### src/shared/pll_regs_pkg.sv
// constants, types and lookup data for the clock synthesizer divider and spread registers
// assumes one 200 MHz clock and a byte-wide register port driven by the serial bus engine
//
// Operation
// - index 9 returns fixed identity byte
// - index 10 bit 7 enables divider programming
// - feedback bits 7:0 index 12, bit 8 index 11
// - index 11: feedback bit 9, input divider
// - vco equals 25 times (n+8)/(m+2)
// - power-up reference divider registers come from strap and table, storage dividers from fixed defaults
// - 15-bit spread amount in indices 13, 14
// - storage pll dividers at indices 15, 16
// - strap and table select bits 2:0 pick table defaults
package pll_regs_pkg;

    // ---------------------------------------------------------------
    // register indices
    // ---------------------------------------------------------------
    localparam logic [7:0] IDX_DEVICE_IDENTITY        = 8'h09;
    localparam logic [7:0] IDX_DIVIDER_PROGRAM_CONTROL = 8'h0A;
    localparam logic [7:0] IDX_REF_PLL_DIVIDER_HIGH   = 8'h0B;
    localparam logic [7:0] IDX_REF_PLL_FEEDBACK_LOW   = 8'h0C;
    localparam logic [7:0] IDX_REF_SPREAD_AMOUNT_LOW  = 8'h0D;
    localparam logic [7:0] IDX_REF_SPREAD_AMOUNT_HIGH = 8'h0E;
    localparam logic [7:0] IDX_STORAGE_PLL_DIVIDER_HIGH = 8'h0F;
    localparam logic [7:0] IDX_STORAGE_PLL_FEEDBACK_LOW = 8'h10;

    // ---------------------------------------------------------------
    // field positions and reset values
    // ---------------------------------------------------------------
    localparam int         POS_PROGRAM_ENABLE  = 7;  // in the control byte
    localparam int         POS_FEEDBACK_BIT8   = 7;  // in the divider high byte
    localparam int         POS_FEEDBACK_BIT9   = 6;
    localparam logic [7:0] IDENTITY_CODE       = 8'hA5;  // arbitrary value
    localparam logic [7:0] RESET_BYTE          = 8'h00;
    localparam logic [7:0] UNMAPPED_READ       = 8'h00;

    // vco = VCO_REF_MHZ * (n + N_OFFSET) / (m + M_OFFSET), kept for reference models
    localparam int         VCO_REF_MHZ         = 25;
    localparam int         N_OFFSET            = 8;
    localparam int         M_OFFSET            = 2;

    // ---------------------------------------------------------------
    // power-up sequencing
    // ---------------------------------------------------------------
    localparam logic [1:0] SETTLE_CYCLES       = 2'h2;  // strap synchroniser depth
    localparam logic [5:0] STORAGE_M_FIXED     = 6'h01;  // fixed input divider, late revision
    localparam logic [9:0] STORAGE_N_DEFAULT   = 10'h004;
    localparam logic [14:0] SPREAD_DEFAULT     = 15'h0000;

    // table entries: input divider 48 (divide by 50), so vco = (n + 8) / 2 MHz
    localparam logic [5:0] TABLE_M             = 6'h30;
    localparam logic [9:0] TABLE_N [16] = '{
        10'h0AC, 10'h0AF, 10'h0B1, 10'h0B4, 10'h0B6, 10'h0B8, 10'h0BB, 10'h0BE,
        10'h0C0, 10'h0C3, 10'h0C5, 10'h0C8, 10'h0CA, 10'h0CD, 10'h0CF, 10'h0D4
    };

    typedef enum logic [2:0] {
        ST_SETTLE = 3'b001,
        ST_LOAD   = 3'b010,
        ST_RUN    = 3'b100
    } boot_state_t;

    // table feedback divider for a four-bit frequency selection
    function automatic logic [9:0] table_feedback(input logic [3:0] sel);
        return TABLE_N[sel];
    endfunction

endpackage

### src/logic/pll_divider_spread_regs.sv
// divider and spread register bytes 9 to 16 of the clock synthesizer
// assumes the serial bus engine presents one byte access at a time on clk
`timescale 1ns/100ps
`default_nettype none
module pll_divider_spread_regs
    import pll_regs_pkg::*;
#(
    parameter bit LATE_REVISION = 1'b1
) (
    input  wire logic       clk,
    input  wire logic       rst_n,
    input  wire logic [7:0] reg_index,
    input  wire logic [7:0] reg_wdata,
    input  wire logic       reg_write,
    input  wire logic       reg_read,
    input  wire logic [3:0] table_select,
    input  wire logic       freq_select_bit,
    output logic [7:0]      reg_rdata,
    output logic            reg_rvalid,
    output logic [9:0]      ref_feedback_divider,
    output logic [5:0]      ref_input_divider,
    output logic [14:0]     ref_spread_amount,
    output logic [9:0]      storage_feedback_divider,
    output logic [5:0]      storage_input_divider,
    output logic            boot_done
);

    // ---------------------------------------------------------------
    // storage
    // ---------------------------------------------------------------
    logic              strap_meta;
    logic              strap_sync;
    logic [1:0]        settle_count;
    boot_state_t       state;
    logic              program_enable;
    logic [9:0]        ref_n;
    logic [5:0]        ref_m;
    logic [14:0]       spread;
    logic [9:0]        sto_n;
    logic [5:0]        sto_m;
    logic [7:0]        next_rdata;
    logic              write_ok;
    logic [3:0]        boot_select;

    assign write_ok    = reg_write && (state == ST_RUN);
    assign boot_select = {strap_sync, table_select[2:0]};

    // ---------------------------------------------------------------
    // strap synchroniser
    // ---------------------------------------------------------------

    // strap pin through two flops
    always_ff @(posedge clk or negedge rst_n) begin
        if (!rst_n) begin
            strap_meta <= 1'b0;
            strap_sync <= 1'b0;
        end else begin
            strap_meta <= freq_select_bit;
            strap_sync <= strap_meta;
        end
    end

    // ---------------------------------------------------------------
    // power-up sequence
    // ---------------------------------------------------------------

    // wait for the strap to settle, load defaults once, then run
    always_ff @(posedge clk or negedge rst_n) begin
        if (!rst_n) begin
            state        <= ST_SETTLE;
            settle_count <= 2'h0;
        end else begin
            unique case (state)
                ST_SETTLE: begin
                    settle_count <= settle_count + 2'h1;
                    if (settle_count == SETTLE_CYCLES - 2'h1) begin
                        state <= ST_LOAD;
                    end
                end
                ST_LOAD: begin
                    state <= ST_RUN;
                end
                ST_RUN: begin
                    state <= ST_RUN;
                end
                default: begin
                    state <= ST_SETTLE;
                end
            endcase
        end
    end

    // ---------------------------------------------------------------
    // writable registers
    // ---------------------------------------------------------------

    // programming enable, reserved bits dropped
    always_ff @(posedge clk or negedge rst_n) begin
        if (!rst_n) begin
            program_enable <= 1'b0;
        end else if (write_ok && reg_index == IDX_DIVIDER_PROGRAM_CONTROL) begin
            program_enable <= reg_wdata[POS_PROGRAM_ENABLE];
        end
    end

    // reference pll dividers: strap and table at boot, bus writes after
    always_ff @(posedge clk or negedge rst_n) begin
        if (!rst_n) begin
            ref_n <= '0;
            ref_m <= '0;
        end else if (state == ST_LOAD) begin
            ref_n <= table_feedback(boot_select);
            ref_m <= TABLE_M;
        end else if (write_ok && reg_index == IDX_REF_PLL_DIVIDER_HIGH) begin
            ref_n[8] <= reg_wdata[POS_FEEDBACK_BIT8];
            ref_n[9] <= reg_wdata[POS_FEEDBACK_BIT9];
            ref_m    <= reg_wdata[5:0];
        end else if (write_ok && reg_index == IDX_REF_PLL_FEEDBACK_LOW) begin
            ref_n[7:0] <= reg_wdata;
        end
    end

    // spread amount, top bit of the high byte reserved
    always_ff @(posedge clk or negedge rst_n) begin
        if (!rst_n) begin
            spread <= '0;
        end else if (state == ST_LOAD) begin
            spread <= SPREAD_DEFAULT;
        end else if (write_ok && reg_index == IDX_REF_SPREAD_AMOUNT_LOW) begin
            spread[7:0] <= reg_wdata;
        end else if (write_ok && reg_index == IDX_REF_SPREAD_AMOUNT_HIGH) begin
            spread[14:8] <= reg_wdata[6:0];
        end
    end

    // storage pll dividers, same layout as the reference pair
    always_ff @(posedge clk or negedge rst_n) begin
        if (!rst_n) begin
            sto_n <= '0;
            sto_m <= '0;
        end else if (state == ST_LOAD) begin
            sto_n <= STORAGE_N_DEFAULT;
            sto_m <= STORAGE_M_FIXED;
        end else if (write_ok && reg_index == IDX_STORAGE_PLL_DIVIDER_HIGH) begin
            sto_n[8] <= reg_wdata[POS_FEEDBACK_BIT8];
            sto_n[9] <= reg_wdata[POS_FEEDBACK_BIT9];
            sto_m    <= LATE_REVISION ? STORAGE_M_FIXED : reg_wdata[5:0];
        end else if (write_ok && reg_index == IDX_STORAGE_PLL_FEEDBACK_LOW) begin
            sto_n[7:0] <= reg_wdata;
        end
    end

    // ---------------------------------------------------------------
    // read path
    // ---------------------------------------------------------------

    // byte selection for reads, unmapped indices read zero
    always_comb begin
        unique case (reg_index)
            IDX_DEVICE_IDENTITY:          next_rdata = IDENTITY_CODE;
            IDX_DIVIDER_PROGRAM_CONTROL:  next_rdata = {program_enable, 7'h00};
            IDX_REF_PLL_DIVIDER_HIGH:     next_rdata = {ref_n[8], ref_n[9], ref_m};
            IDX_REF_PLL_FEEDBACK_LOW:     next_rdata = ref_n[7:0];
            IDX_REF_SPREAD_AMOUNT_LOW:    next_rdata = spread[7:0];
            IDX_REF_SPREAD_AMOUNT_HIGH:   next_rdata = {1'b0, spread[14:8]};
            IDX_STORAGE_PLL_DIVIDER_HIGH: next_rdata = {sto_n[8], sto_n[9], sto_m};
            IDX_STORAGE_PLL_FEEDBACK_LOW: next_rdata = sto_n[7:0];
            default:                      next_rdata = UNMAPPED_READ;
        endcase
    end

    // read answer one cycle after the request
    always_ff @(posedge clk or negedge rst_n) begin
        if (!rst_n) begin
            reg_rdata  <= RESET_BYTE;
            reg_rvalid <= 1'b0;
        end else begin
            reg_rvalid <= reg_read;
            if (reg_read) begin
                reg_rdata <= next_rdata;
            end
        end
    end

    // ---------------------------------------------------------------
    // dividers in effect
    // ---------------------------------------------------------------

    // programmed values only while enabled, else the live table entry
    always_ff @(posedge clk or negedge rst_n) begin
        if (!rst_n) begin
            ref_feedback_divider <= '0;
            ref_input_divider    <= '0;
        end else if (program_enable) begin
            ref_feedback_divider <= ref_n;
            ref_input_divider    <= ref_m;
        end else begin
            ref_feedback_divider <= table_feedback(table_select);
            ref_input_divider    <= TABLE_M;
        end
    end

    // storage pair follows its registers one cycle later, no enable gates it
    always_ff @(posedge clk or negedge rst_n) begin
        if (!rst_n) begin
            storage_feedback_divider <= '0;
            storage_input_divider    <= '0;
        end else begin
            storage_feedback_divider <= sto_n;
            storage_input_divider    <= sto_m;
        end
    end

    // spread amount in effect, one cycle behind the stored bytes
    always_ff @(posedge clk or negedge rst_n) begin
        if (!rst_n) begin
            ref_spread_amount <= '0;
        end else begin
            ref_spread_amount <= spread;
        end
    end

    // boot status: high once defaults are loaded and writes are taken
    always_ff @(posedge clk or negedge rst_n) begin
        if (!rst_n) begin
            boot_done <= 1'b0;
        end else begin
            boot_done <= (state == ST_RUN);
        end
    end

endmodule
`default_nettype wire

### config.mk
export PLATFORM = sky130hd
export DESIGN_NAME = pll_divider_spread_regs
export DESIGN_NICKNAME = d
export VERILOG_FILES = /design/src/shared/pll_regs_pkg.sv /design/src/logic/pll_divider_spread_regs.sv
export SDC_FILE = /design/constraint.sdc
export NUM_CORES = 1
export LEC_CHECK = 0
export CAP_MARGIN = 20
export CORE_AREA = 2 2 103 105
export CTS_BUF_LIST = sky130_fd_sc_hd__clkbuf_16
export DETAILED_ROUTE_END_ITERATION = 10
export DIE_AREA = 0 0 105 107
export DONT_BUFFER_PORTS = 1
export GPL_ROUTABILITY_DRIVEN = 0
export GPL_TIMING_DRIVEN = 0
export PLACE_DENSITY_LB_ADDON = 0.3
export RECOVER_POWER = 50
export REMOVE_ABC_BUFFERS = 1
export SYNTH_ARGS = -nofsm -noshare
export SYNTH_HDL_FRONTEND = slang
export SYNTH_SLANG_ARGS = --single-unit
export TNS_END_PERCENT = 50
### constraint.sdc
create_clock -name clk -period 1.9 [get_ports clk]
set_clock_uncertainty 0.2 [all_clocks]
set_input_delay 0.19 -clock clk [delete_from_list [all_inputs] [get_ports clk]]
set_output_delay 0.19 -clock clk [all_outputs]
set_load 0.1 [all_outputs]
==> results of run 1 <==
## worst reg2reg max path, stage by stage (launching register included)
cell and delay (ns):
dfstp_2 0.39, and4bb_4 0.36, nor4b_4 0.25, buf_4 0.18, nand3_4 0.18, mux2i_1 0.21
nor2_1 0.05
## layout make-up
class,count,share of cell area (%)
clock inverters,7,1.38
inverters,16,1.14
flip-flops and latches,102,48.4
multi-input cells,261,34.6
clock buffers,9,4.27
repair buffers,38,6.95
well taps,136,3.22
## power by group through the flow
stage | combinational (W) | sequential (W) | clock (W)
global route | 0.000331 | 0.00261 | 0.00197
floorplan | 0.000187 | 0.00261 | 0
global placement | 0.000210 | 0.00264 | 0
CTS | 0.000289 | 0.00260 | 0.00186
finish | 0.000306 | 0.00260 | 0.00184
detailed placement | 0.000217 | 0.00264 | 0
## metal layers
metal | wire length (µm) | track usage [%]
met1 | 4500 | 25.9
met4 | 335 | 8.29
met2 | 5220 | 31.5
met5 | 0 | 0
met3 | 996 | 7.36
## cell families after synthesis
| group | count (synthesis) | synth area share [%] |
|---|---|---|
| flops | 102 | 57.5 |
| mux | 39 | 9.47 |
| buf+inv | 40 | 3.97 |
| simple gates | 130 | 15.6 |
| fa+ha+maj | 9 | 2.54 |
| other cells | 1 | 0.0845 |
| compound gates | 77 | 10.7 |
| xor+xnor | 1 | 0.197 |
## placed cells by master, fill, tap and decap left out, types with 3 or more instances in the layout
cell,netlist,routed
buf_6,0,5
dfrtp_1,101,100
mux2i_1,33,33
nor2b_1,6,6
mux2_2,4,4
nor2_1,38,38
o21ai_0,15,15
a22oi_1,17,16
a211oi_1,6,6
a21oi_1,20,19
clkbuf_16,0,9
a31oi_1,5,4
nor3b_1,6,4
dlygate4sd3_1,0,19
ha_1,9,9
buf_4,6,11
and2_1,7,7
nand3_1,15,14
conb_1,1,5
nand2b_1,6,6
inv_1,16,16
nand2_1,35,31
o22ai_1,11,11
nor4_1,3,3
## sequential cells by signal (all words and copies together), names as in the netlist
signal,flops
ref_input_divider,6
program_enable,1
strap_sync,1
boot_done,1
sto_m,1
ref_feedback_divider,10
storage_feedback_divider,10
strap_meta,1
ref_spread_amount,15
storage_input_divider,1
state,3
reg_rdata,8
reg_rvalid,1
sto_n,10
spread,15
ref_n,10
settle_count,2
ref_m,6
## metrics by stage
stage	worst slack, ns	total power (W)	cell area, µm²
floorplan	-1.46	0.00280	4340
global route	-0.169	0.00491	5280
CTS	-0.0241	0.00475	5140
detailed placement	-0.637	0.00286	4540
finish	-0.0588	0.00475	5280
global placement	-2.77	0.00285	4510
## timing repair
item,4_1_cts,5_1_grt
gates cloned,0,0
hold endpoints to repair,161,103
pin swaps,3,8
endpoints found under the setup margin,34,37
buffers inserted,7,8
resized for setup,6,17
## worst max-delay path by stage
stage	endpoint	depth (start not counted)	slack, ns
3_5_place_dp	spread[4]	5	-0.64
6_report	spread[10]	6	-0.06
5_1_grt	spread[8]	6	-0.17
2_1_floorplan	ref_n[0]	2	-1.46
4_1_cts	spread[10]	6	-0.02
3_3_place_gp	ref_n[3]	2	-2.77
==> impl_results.md, run 1 <==
- Leakage: 2.44 nW
- Most area-consuming cells after synthesis: dfrtp_1, mux2i_1, nor2_1
- Die X: 105 µm
- Via/cell ratio: 5.61
- R2R depth: 6
- Cell count after placement: just over 500
- Area delta synth->final: 18.9%
- Die area: 0.0112 mm²
- Hold crit path type: in2async
- Layout Cells excl Fill: roughly 570
- Antenna Violating Nets Remaining: 0
- Max clock buf depth: 2
- Clk pwr share: 38.8%
- WP buf/inv: 1
- CTS tree: yes
- Vias in the first global route: 3150
- DPL Wire Length: approximately 7200 µm
- Critical path required time: 1.91 ns
- Final period util: 103%
- Hold_ws: -0.666 ns
- Most instantiated library cell after synthesis: dfrtp_1
- Synth Cell Area: 0.00444 mm²
- Ports: between 80 and 90
- Final wirelength: roughly 11000 µm
- Drt pass-1 iters: 4
- WP data arrival: just under 2 ns
- Max incr delay on CP: 0.39 ns
- # setup viols final: 18
- Status: finished, violations left
- Syn. warnings: 0
- Minimum clock period: 1.96 ns
- Clock Pin Slew Worst Setup and Hold Paths: 0.07 ns
- RR Startpoint: state[0]
- R2R setup slack: -0.06 ns
- Height of the die: 107 µm
- Inserted Clock Buffers: 9
- Initial DRC Count: 201
- Synth top area share: a little under three fifths
- Layout cell share with drive strength beyond 1: 13.9%
- Worst-skew pair later-pin latency: between 0.3 and 0.4 ns
- Gr usage total: about a fifth
- Setup slack after layout: -0.0588 ns
- Gr ovfl total: 0
- Initial antenna violation count: 0
- # hold bufs at CTS: 20
- Largest net degree at the start of global routing: 103
- Worst VDD drop: 0.000493 V
- N_diodes: 0
- Post-synthesis cell type count: 45
- Clock sink total: a little over 100
- Sequential cell area fraction in the yosys report: a little under three fifths
- Std-Cell Rows: 37
- Reg power frac: 54.8%
- Core Region: 0.0101 mm²
- RR Endpoint: spread[10]
- Combinational Power Share: approximately 6.4%
- CTS root buf: clkbuf_16
- Register area: 0.00255 mm²
- DR vias: 3193
- Crit path max fanout: 7
- Worst Tran Pin Value: 0.915 ns
- Total power divided by cell area: 900 mW/mm²
- Crit path launch type: flop
- CP startpoint: state[0]
- Number of flops mapped to enable cells by yosys: 0
- Sw Share: between 20% and 30%
- Synth Area per Inst: 11.1 µm²
- H-tree lvl count: 3
- Drc violations: 0
- Worst Setup End Kind: flop
- Ys flop type: dfrtp_1
- CP delay by family, top: simple AND/OR/NAND/NOR gates
- Global-route wire length before repair: 17400 µm
- FFs w/ async S/R, synth: between 90% and 100%
- TNS Setup: -0.655 ns
- Synth area leader: dfrtp_1
- Crit Path Category: reg2reg
- Crit-path cells: and4bb_4, nor4b_4, buf_4, nand3_4, mux2i_1, nor2_1
- Slew Limit Fails: 0
- Final Net Count: 462
- Max capacitance violation total: 0
- Synth cell count leaders: dfrtp_1, nor2_1, nand2_1
- Final Util: 52.3%
- RSZ-0062 raised after global routing: yes
- Internal power: 0.00340 W
- Final hold viol count: 104
- I/O Buffers: 0
- Violations in the final reports: hold timing, setup timing
- Synth Register Bits: 102
- Effective utilization at floorplan: 44.0%
- Psw: 0.00135 W
- Drt wl/cell: 19.4 µm
- Slowest-stage cell, CP: dfstp_2
- Fmax: slightly above 0.5 GHz
- Synth Instances: 399
- # fillers: approximately 920
- Slew HR: 39.0%
- Multi-input logic area: 0.00183 mm²
Power figures use the tool's default switching activity.
==> run 2, diff against run 1 <==
==> constraint.sdc (replaced) <==
create_clock -name clk -period 2 [get_ports clk]
set_clock_uncertainty 0.2 [all_clocks]
set_input_delay 0.2 -clock clk [delete_from_list [all_inputs] [get_ports clk]]
set_output_delay 0.2 -clock clk [all_outputs]
set_load 0.1 [all_outputs]
==> run 2 against run 1 <==
Effect of this change: core utilization decreased by 0.73 points; critical endpoint unchanged; routed wire length decreased by 0.25%; the flow finishes with violations (hold timing); global-route usage increased by 0.079 points; final area decreased by 1.4%.
==> impl_results.md, run 2 (synthesized netlist as in run 1, its figures left out) <==
- Status: finished, violations left
- Violations in the final reports: hold timing
- CTS tree: yes
- Cell count after placement: 517
- Reg power frac: 54.9%
- Clk pwr share: 38.9%
- Initial DRC Count: 215
- Slew HR: between 30% and 40%
- RSZ-0062 raised after global routing: yes
- I/O Buffers: 0
- Initial antenna violation count: 0
- # setup viols final: 0
- Combinational Power Share: 6.2%
- Drc violations: 0
- Final wirelength: 11000 µm
- Std-Cell Rows: 37
- Gr ovfl total: 0
- Worst Setup End Kind: flop
- Final period util: between 90% and 100%
- Via/cell ratio: 5.60
- Height of the die: between 100 and 150 µm
- Leakage: 2.39 nW
- CTS root buf: clkbuf_16
- DPL Wire Length: between 7000 and 8000 µm
- Worst Tran Pin Value: slightly above 0.9 ns
- Total power divided by cell area: 865 mW/mm²
- Antenna Violating Nets Remaining: 0
- H-tree lvl count: 3
- Ports: 82
- Hold crit path type: in2async
- # hold bufs at CTS: 20
- Post-DP Area: around 0.0045 mm²
- Clock sink total: 102
- RR Endpoint: spread[10]
- Die area: around 0.011 mm²
- Crit Path Category: reg2reg
- Max clock buf depth: 2
- N_diodes: 0
- Internal power: about 0.0032 W
- Die X: 105 µm
- Drt wl/cell: 19.5 µm
- Largest net degree at the start of global routing: approximately 100
- Global-route wire length before repair: ~17000 µm
- Worst VDD drop: 0.000439 V
- Placement Setup Slack: -0.547 ns
- Gr usage total: between 20% and 30%
- Most common cell after layout, fill and taps aside: dfrtp_1
- Core Region: 0.0101 mm²
- DR vias: 3169
- Psw: between 0.001 and 0.0015 W
- Largest registers: ref_spread_amount (15), spread (15)
- Fmax: 0.515 GHz
- Worst-skew pair later-pin latency: 0.35 ns
- R2R setup slack: 0.06 ns
- WP data arrival: 1.95 ns
- Hold_ws: -0.655 ns
- Critical path required time: 2.01 ns
- Vias in the first global route: 3145
- Layout Cells excl Fill: around 570
- Most frequent cells in the layout: dfrtp_1, nor2_1, nand2_1
- Final Net Count: about 460
- Layout cell share with drive strength beyond 1: about an eighth
- Slew Limit Fails: 0
- Max capacitance violation total: 0
- Crit path launch type: flop
- Minimum clock period: 1.94 ns
- Design area: 0.00520 mm²
- RR Startpoint: state[0]
- Clock Pin Slew Worst Setup and Hold Paths: roughly 0.070 ns
- Final Util: 51.6%
- Crit path max fanout: 7
- Area delta synth->final: 17.2%
- Setup slack after layout: 0.0574 ns
- Final hold viol count: about 100
- Effective utilization at floorplan: 44.0%
- Drt pass-1 iters: 5
- R2R depth: 6
- Total chip power: 0.00450 W
- Inserted Clock Buffers: 9
- Sw Share: 28.3%
[run 2: cell count changes in the layout (fill, tap and decap cells not counted), sizes merged]
| cell | change |
|---|---|
| buf | -3 |
| dlygate4sd3 | +1 |
| dlymetal6s4s | -1 |
[run 2: what timing repair did]
action,4_1_cts,5_1_grt
resized for setup,4,6
endpoints found under the setup margin,34,31
pin swaps,0,4
hold endpoints to repair,161,102
setup buffers,7,5
[run 2: worst max path at each step]
stage	start	to	slack (ns)	cells after the start
after floorplan	state[2]	ref_n[0]	-1.36	2
after global placement	state[2]	ref_n[3]	-2.67	2
after detailed placement	reg_index[5]	spread[4]	-0.55	5
after CTS	reg_index[1]	spread[4]	0.03	5
after global routing	state[0]	spread[8]	-0.06	6
final	state[0]	spread[10]	0.06	6
[run 2: final cells by class]
class,instances,area (µm²)
Clock buffer,9,225
Clock inverter,7,72.6
Fill cell,928,4890
Inverter,16,60.1
Multi-Input combinational cell,261,1790
Sequential cell,102,2550
Tap cell,136,170
Timing Repair Buffer,35,334
[run 2: critical path: stages, from the launching register on]
cell and delay (ns):
dfstp_2 0.39, and4bb_4 0.36, nor4b_4 0.25, buf_4 0.18, nand3_4 0.17, mux2i_1 0.21, nor2_1 0.05
[run 2: power groups by stage]
stage	Clock [W]	Combinational, W	Sequential, W
4_1_cts	0.00177	0.000274	0.00247
6_report	0.00175	0.000281	0.00247
2_1_floorplan	0	0.000178	0.00248
3_3_place_gp	0	0.000199	0.00251
3_5_place_dp	0	0.000206	0.00251
5_1_grt	0.00187	0.000307	0.00248
[run 2: per-layer routing]
layer  track usage, %  up-vias  wire length [µm]  share of wire [%]
li1                 -     1442                 -                  -
met1             26.3     1559              4590                 42
met2             31.6      149              5200                 47
met3             6.99       19               944                8.6
met4             8.38        0               286                2.6
met5                0        -                 0                  0
[run 2: stage by stage]
| step | hold slack, ns | TNS, ns |
|---|---|---|
| final | -0.655 | 0 |
| after global routing | -0.672 | -0.324 |
| after CTS | -0.660 | 0 |
| after detailed placement | -0.293 | -14.62 |
| after global placement | -0.293 | -88.56 |
| after floorplan | -0.296 | -42.22 |
==> run 3, diff against run 2 <==
--- a/config.mk
+++ b/config.mk
@@ -5,17 +5,19 @@
 export SDC_FILE = /design/constraint.sdc
 export NUM_CORES = 1
 export LEC_CHECK = 0
+export ABC_AREA = 1
 export CAP_MARGIN = 20
-export CORE_AREA = 2 2 103 105
+export CORE_AREA = 2 2 99 111
 export CTS_BUF_LIST = sky130_fd_sc_hd__clkbuf_16
 export DETAILED_ROUTE_END_ITERATION = 10
-export DIE_AREA = 0 0 105 107
+export DIE_AREA = 0 0 101 113
 export DONT_BUFFER_PORTS = 1
 export GPL_ROUTABILITY_DRIVEN = 0
 export GPL_TIMING_DRIVEN = 0
 export PLACE_DENSITY_LB_ADDON = 0.3
 export RECOVER_POWER = 50
 export REMOVE_ABC_BUFFERS = 1
+export SLEW_MARGIN = 20
 export SYNTH_ARGS = -nofsm -noshare
 export SYNTH_HDL_FRONTEND = slang
 export SYNTH_SLANG_ARGS = --single-unit
==> run 3 against run 2 <==
Effect of this change: the flow still finishes with violations (hold timing); synthesized cell count grew 21%; final area shrank 5.0%; maximum frequency grew 4.2%; count of clock-buffer cells in the layout is the same; sequential cell count is the same; largest cell class unchanged; setup slack gained 0.079 ns; sequential share of layout area grew 2.6 points; register-to-register slack gained 0.08 ns; die area grew 1.6%; critical endpoint is now spread[3]; via count grew 0.85%.
==> impl_results.md, run 3 <==
- Final hold viol count: 102
- Ports: 82
- Std-Cell Rows: 39
- Total power divided by cell area: 897 mW/mm²
- Hold crit path type: in2async
- Crit path max fanout: 16
- Hold_ws: -0.645 ns
- Core Region: 0.0102 mm²
- I/O Buffers: 0
- Number of flops mapped to enable cells by yosys: 0
- Violations in the final reports: hold timing
- Leakage: about 2.5 nW
- Critical path required time: 2.00 ns
- CTS root buf: clkbuf_16
- Initial DRC Count: 196
- Synth area leader: dfrtp_1
- Post-synthesis cell type count: 34
- Crit path launch type: flop
- Clock sink total: 102
- RSZ-0062 raised after global routing: no
- Global-route wire length before repair: between 15000 and 20000 µm
- CP startpoint: state[0]
- DPL Wire Length: 7000 µm
- Gr ovfl total: 0
- Drc violations: 0
- Max capacitance violation total: 0
- Final Net Count: between 500 and 600
- Worst-skew pair later-pin latency: 0.34 ns
- Most area-consuming cells after synthesis: dfrtp_1, nand2_1, nand3_1
- Initial antenna violation count: 0
- Antenna Violating Nets Remaining: 0
- Crit Path Category: reg2reg
- Die area: 0.0114 mm²
- Final period util: between 90 and 100%
- Fmax: approximately 0.54 GHz
- N_diodes: 0
- Total chip power: ~0.0044 W
- Synth cell count leaders: nand2_1, dfrtp_1, inv_1
- Drt wl/cell: 16.3 µm
- Largest registers: ref_spread_amount (15), spread (15)
- Max clock buf depth: 2
- Most common cell after layout, fill and taps aside: nand2_1
- Slew HR: 38.9%
- Most instantiated library cell after synthesis: nand2_1
- Die X: 101 µm
- Worst VDD drop: 0.000324 V
- Layout cell share with drive strength beyond 1: between 10% and 20%
- Minimum clock period: 1.86 ns
- Synth Register Bits: 102
- DR vias: 3196
- Synth Cell Area: 0.00452 mm²
- Largest net degree at the start of global routing: roughly 100
- # setup viols final: 0
- Placement Setup Slack: -0.00451 ns
- Syn. warnings: 0
- TNS Setup: 0 ns
- Slew Limit Fails: 0
- # hold bufs at CTS: 12
- Worst Setup End Kind: flop
- Area delta synth->final: 9.44%
- CTS tree: yes
- Worst Tran Pin Value: a little over 0.9 ns
- Effective utilization at floorplan: 44.1%
- FFs w/ async S/R, synth: 100%
- # fillers: 966
- Setup slack after layout: around 0.14 ns
- Status: finished, violations left
- Synth top area share: 55.9%
- Synth Area per Inst: 9.38 µm²
- Height of the die: 113 µm
- Inserted Clock Buffers: 9
- Via/cell ratio: 5.18
- Most frequent cells in the layout: nand2_1, dfrtp_1, inv_1
- Sequential cell area fraction in the yosys report: between 50% and 60%
- Final wirelength: slightly above 10000 µm
- RR Startpoint: state[0]
- Synth Instances: 482
- Ys flop type: dfrtp_1
- WP data arrival: roughly 1.9 ns
- Clock Pin Slew Worst Setup and Hold Paths: around 0.070 ns
- Vias in the first global route: 3163
- Gr usage total: between 10% and 20%
- H-tree lvl count: 3
- Drt pass-1 iters: 5
[run 3: area by class of cell]
class	instances	area, µm²	share of cell area [%]
flip-flops and latches	102	2550	51.6
multi-input cells	314	1650	33.4
clock buffers	9	225	4.55
inverters	51	191	3.87
well taps	123	154	3.11
repair buffers	13	140	2.83
clock inverters	5	30.0	0.607
[run 3: report_power, final]
group	total (W)	switching, W	internal, W	leakage, nW
Combinational	0.000269	0.000185	0.0000833	1.09
Sequential	0.00262	0.000462	0.00216	1.30
Clock	0.00155	0.000727	0.000820	0.118
[run 3: worst paths after layout]
kind | endpoint | slack (ns) | cells past startpoint
worst max-delay path | spread[3] | 0.14 | 5
worst min-delay path | storage_feedback_divider[6] | -0.65 | 0
worst max register to register | spread[3] | 0.14 | 5
worst min register to register | strap_sync | 0.15 | 0
max in group asynchronous | state[0] | 1.99 | 0
min in group clk | ref_feedback_divider[4] | 0.03 | 4
[run 3: per-stage QoR]
step	cell area [µm²]	util [%]	instances	hold WS [ns]
2_1_floorplan	4390	-	467	-0.296
3_3_place_gp	4540	44.3	590	-0.293
3_5_place_dp	4540	44.3	590	-0.293
4_1_cts	4920	48.0	616	-0.656
5_1_grt	4950	48.3	617	-0.659
6_report	4950	48.3	617	-0.645
[run 3: per-layer routing]
layer / global-route usage, % / wire length (µm) / vias up
met1: 25.2 / 4340 / 1518
met3: 4.57 / 583 / 21
met5: 0 / 0 / -
met4: 7.57 / 218 / 0
li1: - / - / 1548
met2: 29.6 / 4930 / 109
[run 3: cells by family after synthesis]
| group | after synthesis | synth area share, % |
|---|---|---|
| AOI/OAI and AO/OA | 72 | 10.6 |
| xor gates and xnor gates | 1 | 0.194 |
| and+or+nand+nor | 227 | 22.7 |
| adders and majority gates | 9 | 2.49 |
| buffers and inverters | 70 | 7.45 |
| DFF | 102 | 56.5 |
| other | 1 | 0.0830 |
[run 3: critical path, stage by stage, from the launching register on]
cell and delay, ns:
dfstp_2 0.53, inv_2 0.06, nand2_4 0.19, inv_2 0.18, a31oi_4 0.42, o21ai_0 0.14
[run 3: timing repair]
item,4_1_cts,5_1_grt
hold endpoints to repair,139,102
setup buffers,0,1
resized for setup,0,1
endpoints found under the setup margin,0,8
